$ cat src/lvd_pkg.sv
// package: shared constants and carrier types for the low-voltage detector control
// assumes: an 8-bit cpu register interface with byte and single-bit writes
package lvd_pkg;
  // control register bit positions
  localparam int CTL_FLAG_BIT = 0;
  localparam int CTL_MODE_BIT = 1;
  localparam int CTL_REF_BIT = 4;
  localparam int CTL_CMP_BIT = 7;
  // threshold field
  localparam int LEVEL_W = 3;
  localparam logic [7:0] CTL_RESET = 8'h00;
  localparam logic [LEVEL_W-1:0] LEVEL_RESET = 3'h0;
  localparam logic [7:0] LEVEL_USED_MASK = 8'h07;
  // reset-cause bit position
  localparam int CAUSE_DETECTOR_BIT = 0;
  // settling times, software-timed; exported as cycle counts for reference
  localparam int CLK_HZ = 10_000_000;
  localparam int REF_SETTLE_US = 2000;
  localparam int CMP_SETTLE_US = 200;
  localparam int REF_SETTLE_CYC = (REF_SETTLE_US * (CLK_HZ / 1_000_000));
  localparam int CMP_SETTLE_CYC = (CMP_SETTLE_US * (CLK_HZ / 1_000_000));

  // cpu write port towards the block
  typedef struct packed {
    logic ctl_byte_we;
    logic ctl_bit_we;
    logic [2:0] ctl_bit_sel;
    logic ctl_bit_val;
    logic level_we;
    logic [7:0] wdata;
  } cpu_wr_t;

  // visible state towards the cpu
  typedef struct packed {
    logic [7:0] ctl;
    logic [7:0] level;
  } cpu_rd_t;
endpackage

$ cat src/lvd_sync.sv
// three-stage synchroniser with agreement on stages two and three
// assumes: input is asynchronous to clk
`timescale 1ns/10ps
module lvd_sync #(
  parameter logic RESET_VAL = 1'b0
) (
  // clock and reset
  input wire logic clk,
  input wire logic nrst,
  // data
  input wire logic async_in,
  output logic sync_out
);
  logic [2:0] stage;

  always_ff @(posedge clk or negedge nrst) begin
    if (!nrst) begin
      stage <= {3{RESET_VAL}};
    end else begin
      stage <= {stage[1:0], async_in};
    end
  end

  // stage 0 feeds only stage 1
  always_ff @(posedge clk or negedge nrst) begin
    if (!nrst) begin
      sync_out <= RESET_VAL;
    end else if (stage[1] == stage[2]) begin
      sync_out <= stage[2];
    end
  end
endmodule // lvd_sync

$ cat src/lvd_ctrl.sv
// control logic of the supply low-voltage detector
// assumes: comparator output is async; cpu writes arrive as one-cycle strobes on clk;
// detector_reset_req is fed back by chip reset logic as detector_reset_active
`timescale 1ns/10ps

module lvd_ctrl #(
  parameter bit POC_BUILT = 1'b0
) (
  // clock and reset (external reset only)
  input wire logic clk,
  input wire logic nrst,
  // chip reset status: any reset other than external or own, and own reset
  input wire logic other_reset_active,
  input wire logic detector_reset_active,
  // cpu access
  input wire lvd_pkg::cpu_wr_t cpu_wr,
  output lvd_pkg::cpu_rd_t cpu_rd,
  // interrupt flag and mask access
  input wire logic irq_flag_clear,
  input wire logic irq_mask_we,
  input wire logic irq_mask_val,
  output logic detector_irq_request_flag,
  output logic detector_irq_mask,
  output logic low_supply_irq,
  // reset cause
  input wire logic cause_clear,
  output logic detector_reset_cause_bit,
  // analogue side
  input wire logic comparator_low,
  output logic reference_run,
  output logic comparator_run,
  output logic [lvd_pkg::LEVEL_W-1:0] threshold_select_field,
  output logic detector_reset_req
);
  initial begin
    if (lvd_pkg::LEVEL_W != 3) $error("threshold field must be three bits");
  end

  logic reference_enable;
  logic comparator_enable;
  logic reset_mode_select;
  logic low_supply_flag;
  logic low_sync;
  logic prev_irq_level;

  lvd_sync #(.RESET_VAL(1'b0)) u_sync (
    .clk(clk),
    .nrst(nrst),
    .async_in(comparator_low),
    .sync_out(low_sync)
  );

  // bit writes and byte writes decoded once
  function automatic logic bit_hit(input lvd_pkg::cpu_wr_t w, input int pos);
    return w.ctl_bit_we && (w.ctl_bit_sel == 3'(pos));
  endfunction

  wire wr_ref = bit_hit(cpu_wr, lvd_pkg::CTL_REF_BIT);
  wire wr_cmp = bit_hit(cpu_wr, lvd_pkg::CTL_CMP_BIT);
  wire wr_mode = bit_hit(cpu_wr, lvd_pkg::CTL_MODE_BIT);
  wire byte_wr = cpu_wr.ctl_byte_we;

  wire next_ref = byte_wr ? cpu_wr.wdata[lvd_pkg::CTL_REF_BIT] :
                  wr_ref ? cpu_wr.ctl_bit_val : reference_enable;
  wire next_cmp = byte_wr ? cpu_wr.wdata[lvd_pkg::CTL_CMP_BIT] :
                  wr_cmp ? cpu_wr.ctl_bit_val : comparator_enable;
  wire next_mode = byte_wr ? cpu_wr.wdata[lvd_pkg::CTL_MODE_BIT] :
                   wr_mode ? cpu_wr.ctl_bit_val : reset_mode_select;

  // flag reads zero while the comparator is off; it can set during settling
  wire next_flag = comparator_enable && low_sync;
  // only a low supply in reset mode resets; mode select alone does not
  wire next_rst_req = comparator_enable && reset_mode_select && low_sync;
  wire irq_level = comparator_enable && !reset_mode_select && low_supply_flag;
  wire irq_edge = irq_level && !prev_irq_level;

  // own reset holds enables; other resets clear them
  always_ff @(posedge clk or negedge nrst) begin
    if (!nrst) begin
      reference_enable <= 1'b0;
      comparator_enable <= 1'b0;
      reset_mode_select <= 1'b0;
    end else if (detector_reset_active) begin
      reference_enable <= reference_enable;
      comparator_enable <= comparator_enable;
      reset_mode_select <= reset_mode_select;
    end else if (other_reset_active) begin
      reference_enable <= 1'b0;
      comparator_enable <= 1'b0;
      reset_mode_select <= 1'b0;
    end else begin
      reference_enable <= next_ref;
      comparator_enable <= next_cmp;
      reset_mode_select <= next_mode;
    end
  end

  // level register: only the low three bits are stored
  always_ff @(posedge clk or negedge nrst) begin
    if (!nrst) begin
      threshold_select_field <= lvd_pkg::LEVEL_RESET;
    end else if (cpu_wr.level_we) begin
      threshold_select_field <= cpu_wr.wdata[lvd_pkg::LEVEL_W-1:0];
    end
  end

  always_ff @(posedge clk or negedge nrst) begin
    if (!nrst) begin
      low_supply_flag <= 1'b0;
      detector_reset_req <= 1'b0;
      prev_irq_level <= 1'b0;
      low_supply_irq <= 1'b0;
    end else begin
      low_supply_flag <= next_flag;
      detector_reset_req <= next_rst_req;
      prev_irq_level <= irq_level;
      low_supply_irq <= irq_level;
    end
  end

  // request flag: hardware set wins over software clear; mask does not gate the set
  always_ff @(posedge clk or negedge nrst) begin
    if (!nrst) begin
      detector_irq_request_flag <= 1'b0;
    end else if (irq_edge) begin
      detector_irq_request_flag <= 1'b1;
    end else if (irq_flag_clear) begin
      detector_irq_request_flag <= 1'b0;
    end
  end

  // external reset masks the interrupt
  always_ff @(posedge clk or negedge nrst) begin
    if (!nrst) begin
      detector_irq_mask <= 1'b1;
    end else if (irq_mask_we) begin
      detector_irq_mask <= irq_mask_val;
    end
  end

  // cause bit: set by own reset request, set wins over clear
  always_ff @(posedge clk or negedge nrst) begin
    if (!nrst) begin
      detector_reset_cause_bit <= 1'b0;
    end else if (next_rst_req) begin
      detector_reset_cause_bit <= 1'b1;
    end else if (cause_clear) begin
      detector_reset_cause_bit <= 1'b0;
    end
  end

  // reference forced on when power-on-clear is built in
  always_ff @(posedge clk or negedge nrst) begin
    if (!nrst) begin
      reference_run <= POC_BUILT;
      comparator_run <= 1'b0;
      cpu_rd <= '0;
    end else begin
      reference_run <= POC_BUILT || reference_enable;
      comparator_run <= comparator_enable;
      cpu_rd.ctl <= {comparator_enable, 2'b00, reference_enable, 2'b00,
                     reset_mode_select, low_supply_flag};
      cpu_rd.level <= {5'h00, threshold_select_field};
    end
  end
endmodule // lvd_ctrl

$ cat config.mk
export PLATFORM = sky130hd
export DESIGN_NAME = lvd_ctrl
export DESIGN_NICKNAME = d
export VERILOG_FILES = /design/src/lvd_pkg.sv /design/src/lvd_sync.sv /design/src/lvd_ctrl.sv
export SDC_FILE = /design/constraint.sdc
export NUM_CORES = 1
export LEC_CHECK = 0
export BUFFER_PORTS_ARGS = -buffer_cell sky130_fd_sc_hd__buf_2
export CORE_AREA = 2 2 53 55
export DETAILED_ROUTE_END_ITERATION = 8
export DIE_AREA = 0 0 55 57
export PLACE_DENSITY = 0.69
export SLEW_MARGIN = 20
export SYNTH_ARGS = -nofsm -noshare
export SYNTH_HDL_FRONTEND = slang
export SYNTH_SLANG_ARGS = --single-unit
$ cat constraint.sdc
create_clock -name clk -period 0.8 [get_ports clk]
set_input_delay 0.16 -clock clk [delete_from_list [all_inputs] [get_ports clk]]
set_output_delay 0.16 -clock clk [all_outputs]
set_load 0.05 [all_outputs]
==> results of run 1 <==
==> synthesized netlist by cell type (2+ instances only) <==
library cell	n	area (um2)
buf_4	11	82.6
dfrtp_1	22	551
inv_1	3	11.3
mux2_2	6	67.6
nand2_1	3	11.3
nor2_1	3	11.3
nor4bb_1	2	20.0
==> placed cells by master (no fill, tap or decap), types with 2 or more instances in the layout <==
cell | Yosys | layout
buf_2 | 0 | 20
buf_4 | 11 | 7
buf_6 | 1 | 20
clkbuf_4 | 0 | 3
conb_1 | 1 | 9
dfrtp_1 | 22 | 12
dfrtp_2 | 0 | 10
dlygate4sd3_1 | 0 | 3
inv_1 | 3 | 3
mux2_4 | 1 | 7
nand2_1 | 3 | 2
nor2_1 | 3 | 3
==> per-layer routing <==
layer  GRT usage [%]  wire (um)
met1            14.4        777
met2            20.7        907
met3            1.57        123
met4            8.36         53
met5               0          0
==> where the power goes <==
group	internal, uW	switching [uW]
Clock	195	323
Sequential	1260	72.6
Combinational	324	479
==> timing repair <==
item,4_1_cts,5_1_grt
hold endpoints to repair,24,1
gates resized for setup,44,6
setup buffers,5,5
pin swaps,4,1
setup endpoints to repair,23,26
gates cloned,0,0
hold buffers,2,1
==> stage by stage <==
step | utilization [%] | area, um2 | instances | TNS (ns) | setup slack [ns]
floorplan | - | 992 | 75 | -0.837 | -0.118
global placement | 43.6 | 1140 | 135 | -0.700 | -0.165
detailed placement | 43.6 | 1140 | 135 | -0.912 | -0.222
CTS | 52.2 | 1370 | 146 | -4.86 | -0.387
global route | 53.6 | 1400 | 149 | -5.46 | -0.413
finish | 53.6 | 1400 | 149 | -4.66 | -0.376
==> cells by family (layout without fill, tap and decap cells) <==
family                     after synthesis  after routing  share of synthesized area [%]
muxes                                    7              7                           9.03
DFF                                     23             23                           63.1
AOI/OAI and AO/OA                        9              9                           8.21
buffers and inverters                   15             58                           11.5
adders and majority gates                1              1                           1.09
and+or+nand+nor                         11             11                           6.70
other                                    1              9                          0.410
==> how the worst max path moves through the flow <==
stage / slack [ns] / start / end
final: -0.38 / detector_irq_mask / detector_irq_mask
after global routing: -0.41 / detector_irq_mask / detector_irq_mask
after CTS: -0.39 / detector_irq_mask / detector_irq_mask
after detailed placement: -0.22 / cpu_wr[14] / comparator_enable
after global placement: -0.17 / cpu_wr[14] / comparator_enable
after floorplan: -0.12 / detector_irq_mask / detector_irq_mask
==> layout make-up <==
| cell class | instances | area [um2] | share of cell area (%) |
|---|---|---|---|
| well taps | 31 | 38.8 | 2.77 |
| repair buffers | 51 | 423 | 30.2 |
| multi-input cells | 37 | 314 | 22.4 |
| clock buffers | 4 | 26.3 | 1.87 |
| inverters | 3 | 11.3 | 0.803 |
| flip-flops and latches | 23 | 589 | 42.0 |
==> run metrics, run 1 <==
worst stage delay on the critical path 0.56 ns; Die W 55 um; critical path's slowest cell dfstp_2; crit path max fanout 2; ANT nets after route 0; largest net degree at the start of global routing 13; CP Class register to output port; R2R cell count 2; Reg with most FFs cpu_rd; final worst path period need 1.18 ns; Skew-Pair Late Insertion Delay 0.31 ns; initial antenna violation count 0; synth unique cells 24; via/cell ratio 4.52; leakage 0.000704 uW; Mean Syn Cell Area 13.7 um2; H-tree levels 1; period utilization 147%; CTS buffer count 3; maximum VDD drop 0.00124 V; worst hold slack 0.0742 ns; Setup crit end kind output port; Arr. time, crit path 1.02 ns; Post-DP HPWL 1280 um; area delta synth->final 53.4%; layout net count 143; global-route wire length before repair 2800 um; Largest regs cpu_rd x7, threshold_select_field x3, u_sync.stage x3; RR Endpoint threshold_select_field[2]; Power Density 1890 nW/um2; final hold violation count 0; failing checks negative setup slack; max-cap viol count 0; startpoint class of the critical path register; Iteration-0 DRC Markers 16; drt pass-1 iters 4; CTS clk-pin slew, worst paths 0.12 ns; status complete, but fails checks; RSZ-0062 raised after global routing yes; Min-Delay Path Class primary input to register; Synth Register Bits 23; cell depth of the worst setup path 1; synthesized instance count 67; endpoints failing setup 23; EDFF count, synth 0; Overflow after GRT 0; # clock sinks 23; gr usage total 12.5%; family with the most delay on the worst path flip-flops; routability congestion estimate 0.832; WL final 1860 um; vias in the first global route 652; die footprint 3140 um2; FILL cells 220; share of layout cells above drive strength 1 64.4%; worst path bufs/invs 1; Overall Power 2660 uW; reg2reg start threshold_select_field[2]; Cell Chain, Critical Path buf_8; R2R Setup Slk -0.12 ns; Core ar. 2620 um2; clk_skew 0.00516 ns; Synth warnings 0; max-slew violation count 0; wire length per cell 12.5 um; Port Buf Inserts 37; Inserted Diodes 0; CTS tree done; Top Ports 50; DRC 0; CP Data Required Time 0.64 ns; row cnt 19; Primary FF master, synth dfrtp_1; fmax 851 MHz; routed vias 674; Die Y 57 um; Hold EP threshold_select_field[0]; Clock Path Buffers 2; cell depth of the worst min-delay path 2; Post-synth ARST share 100%; Largest register FFs 7; starting density of the core 35.0%; Min-Delay Startpoint cpu_wr[0]; Post-Syn Area 915 um2; Seq/Total Area, Yosys 63.1%; crit path setup slack, layout -0.376 ns; Clock Root Buffer clkbuf_4
No activity file was read; power rests on OpenSTA's default activity.
==> run 2: changes to the inputs <==
--- a/config.mk
+++ b/config.mk
@@ -6,10 +6,11 @@
 export NUM_CORES = 1
 export LEC_CHECK = 0
 export BUFFER_PORTS_ARGS = -buffer_cell sky130_fd_sc_hd__buf_2
-export CORE_AREA = 2 2 53 55
+export CORE_AREA = 2 2 50 52
+export CTS_CLUSTER_SIZE = 14
 export DETAILED_ROUTE_END_ITERATION = 8
-export DIE_AREA = 0 0 55 57
-export PLACE_DENSITY = 0.69
+export DIE_AREA = 0 0 52 54
+export PLACE_DENSITY = 0.74
 export SLEW_MARGIN = 20
 export SYNTH_ARGS = -nofsm -noshare
 export SYNTH_HDL_FRONTEND = slang
==> constraint.sdc (replaced) <==
create_clock -name clk -period 1.25 [get_ports clk]
set_input_delay 0.25 -clock clk [delete_from_list [all_inputs] [get_ports clk]]
set_output_delay 0.25 -clock clk [all_outputs]
set_load 0.05 [all_outputs]
==> run metrics, run 2 (same netlist as run 1, synthesis figures left out) <==
die footprint 2810 um2; Clock Root Buffer clkbuf_4; Clock Path Buffers 2; Overall Power 1540 uW; dpl ws 0.115 ns; routability congestion estimate 0.767; max-slew violation count 0; gr usage total 11.3%; Largest regs cpu_rd x7, threshold_select_field x3, u_sync.stage x3; Skew-Pair Late Insertion Delay 0.29 ns; share of layout cells above drive strength 1 46.7%; Largest register FFs 7; Core ar. 2320 um2; initial antenna violation count 0; CTS tree done; routed vias 611; Overflow after GRT 0; ANT nets after route 0; R2R cell count 2; clk_skew 0.000919 ns; leakage 0.000601 uW; post-layout util 48.7%; crit path setup slack, layout 0.00193 ns; CP Data Required Time 1.00 ns; CTS buffer count 3; layout net count 130; drt pass-1 iters 3; CP Class register to output port; Port Buf Inserts 37; wire length per cell 10.6 um; Cell Chain, Critical Path buf_8; Arr. time, crit path 1.00 ns; critical path's slowest cell dfstp_2; endpoints failing setup 0; Die W 52 um; final worst path period need 1.25 ns; Cells after DPL 130; max-cap viol count 0; global-route wire length before repair 2220 um; area delta synth->final 23.5%; register area 577 um2; worst path bufs/invs 1; # clock sinks 23; H-tree levels 1; cell depth of the worst setup path 1; commonest non-fill, non-tap cell in the layout buf_2; Reg with most FFs cpu_rd; row cnt 18; post-route non-filler standard cell count 135; area occupied by multi-input gates 263 um2; starting density of the core 39.4%; reg2reg start reset_mode_select; FILL cells 207; Min-Delay Path Class primary input to register; Die Y 54 um; crit path max fanout 2; Inserted Diodes 0; startpoint class of the critical path register; fmax 801 MHz; period utilization 99.8%; family with the most delay on the worst path flip-flops; setup_tns 0 ns; most frequent cells in the layout 32 x buf_2, 22 x dfrtp_1, 9 x conb_1; worst setup path start detector_irq_mask; Top Ports 50; R2R Setup Slk 0.37 ns; Post-DP HPWL 1140 um; final hold violation count 0; via/cell ratio 4.53; status complete, no violations; RSZ-0062 raised after global routing yes; CTS clk-pin slew, worst paths 0.11 ns; maximum VDD drop 0.000501 V; RR Endpoint detector_reset_cause_bit; Setup crit end kind output port; DRC 0; Power Density 1370 nW/um2; Iteration-0 DRC Markers 4; worst stage delay on the critical path 0.56 ns; WL final 1430 um; last element of the critical path detector_irq_mask; largest net degree at the start of global routing 24; vias in the first global route 525
[run 2: changes by cell type in the layout (fill, tap and decap cells not counted), sizes merged]
cell and change:
dlygate4sd3 -2, clkbuf +4, buf -15
[run 2: per-layer routing]
metal  up-vias  share of wire, %  GRT usage [%]
met5         -                 0              0
met1       290                43           12.3
met3         2               9.6           3.33
met4         0              0.91           7.89
li1        289                 -              -
met2        30                47           19.0
[run 2: worst min path at each step]
| stage | from | end | cells after the start | slack (ns) |
|---|---|---|---|---|
| CTS | comparator_low | u_sync.stage[0] | 1 | 0.05 |
| detailed placement | nrst | detector_reset_req | 1 | 0.24 |
| finish | comparator_low | u_sync.stage[0] | 1 | 0.07 |
| global route | comparator_low | u_sync.stage[0] | 1 | 0.03 |
| floorplan | nrst | comparator_enable | 0 | -0.05 |
| global placement | nrst | detector_reset_cause_bit | 1 | 0.23 |
[run 2: through the flow]
| stage | cell area (um2) | hold slack (ns) |
|---|---|---|
| floorplan | 945 | -0.0456 |
| global placement | 1070 | 0.228 |
| detailed placement | 1070 | 0.243 |
| CTS | 1120 | 0.0547 |
| global route | 1130 | 0.0303 |
| finish | 1130 | 0.0658 |
[run 2: timing repair]
action	in CTS	in global routing
hold buffers	1	0
resized for setup	3	4
endpoints found under the hold margin	22	0
setup endpoints to repair	1	5
setup buffers	0	0
[run 2: where the power goes]
part | internal, uW | switching, uW | total [uW]
Sequential | 803 | 31.3 | 834
Clock | 124 | 196 | 320
Combinational | 105 | 284 | 389
Total | 1030 | 511 | 1540
[run 2: area by class of cell]
| cell class | instances | share of cell area, % |
|---|---|---|
| clock buffer | 4 | 2.33 |
| inverter | 3 | 0.997 |
| sequential | 23 | 51.1 |
| timing repair buffer | 38 | 19.0 |
| multi-input combinational | 37 | 23.3 |
| tap | 30 | 3.32 |
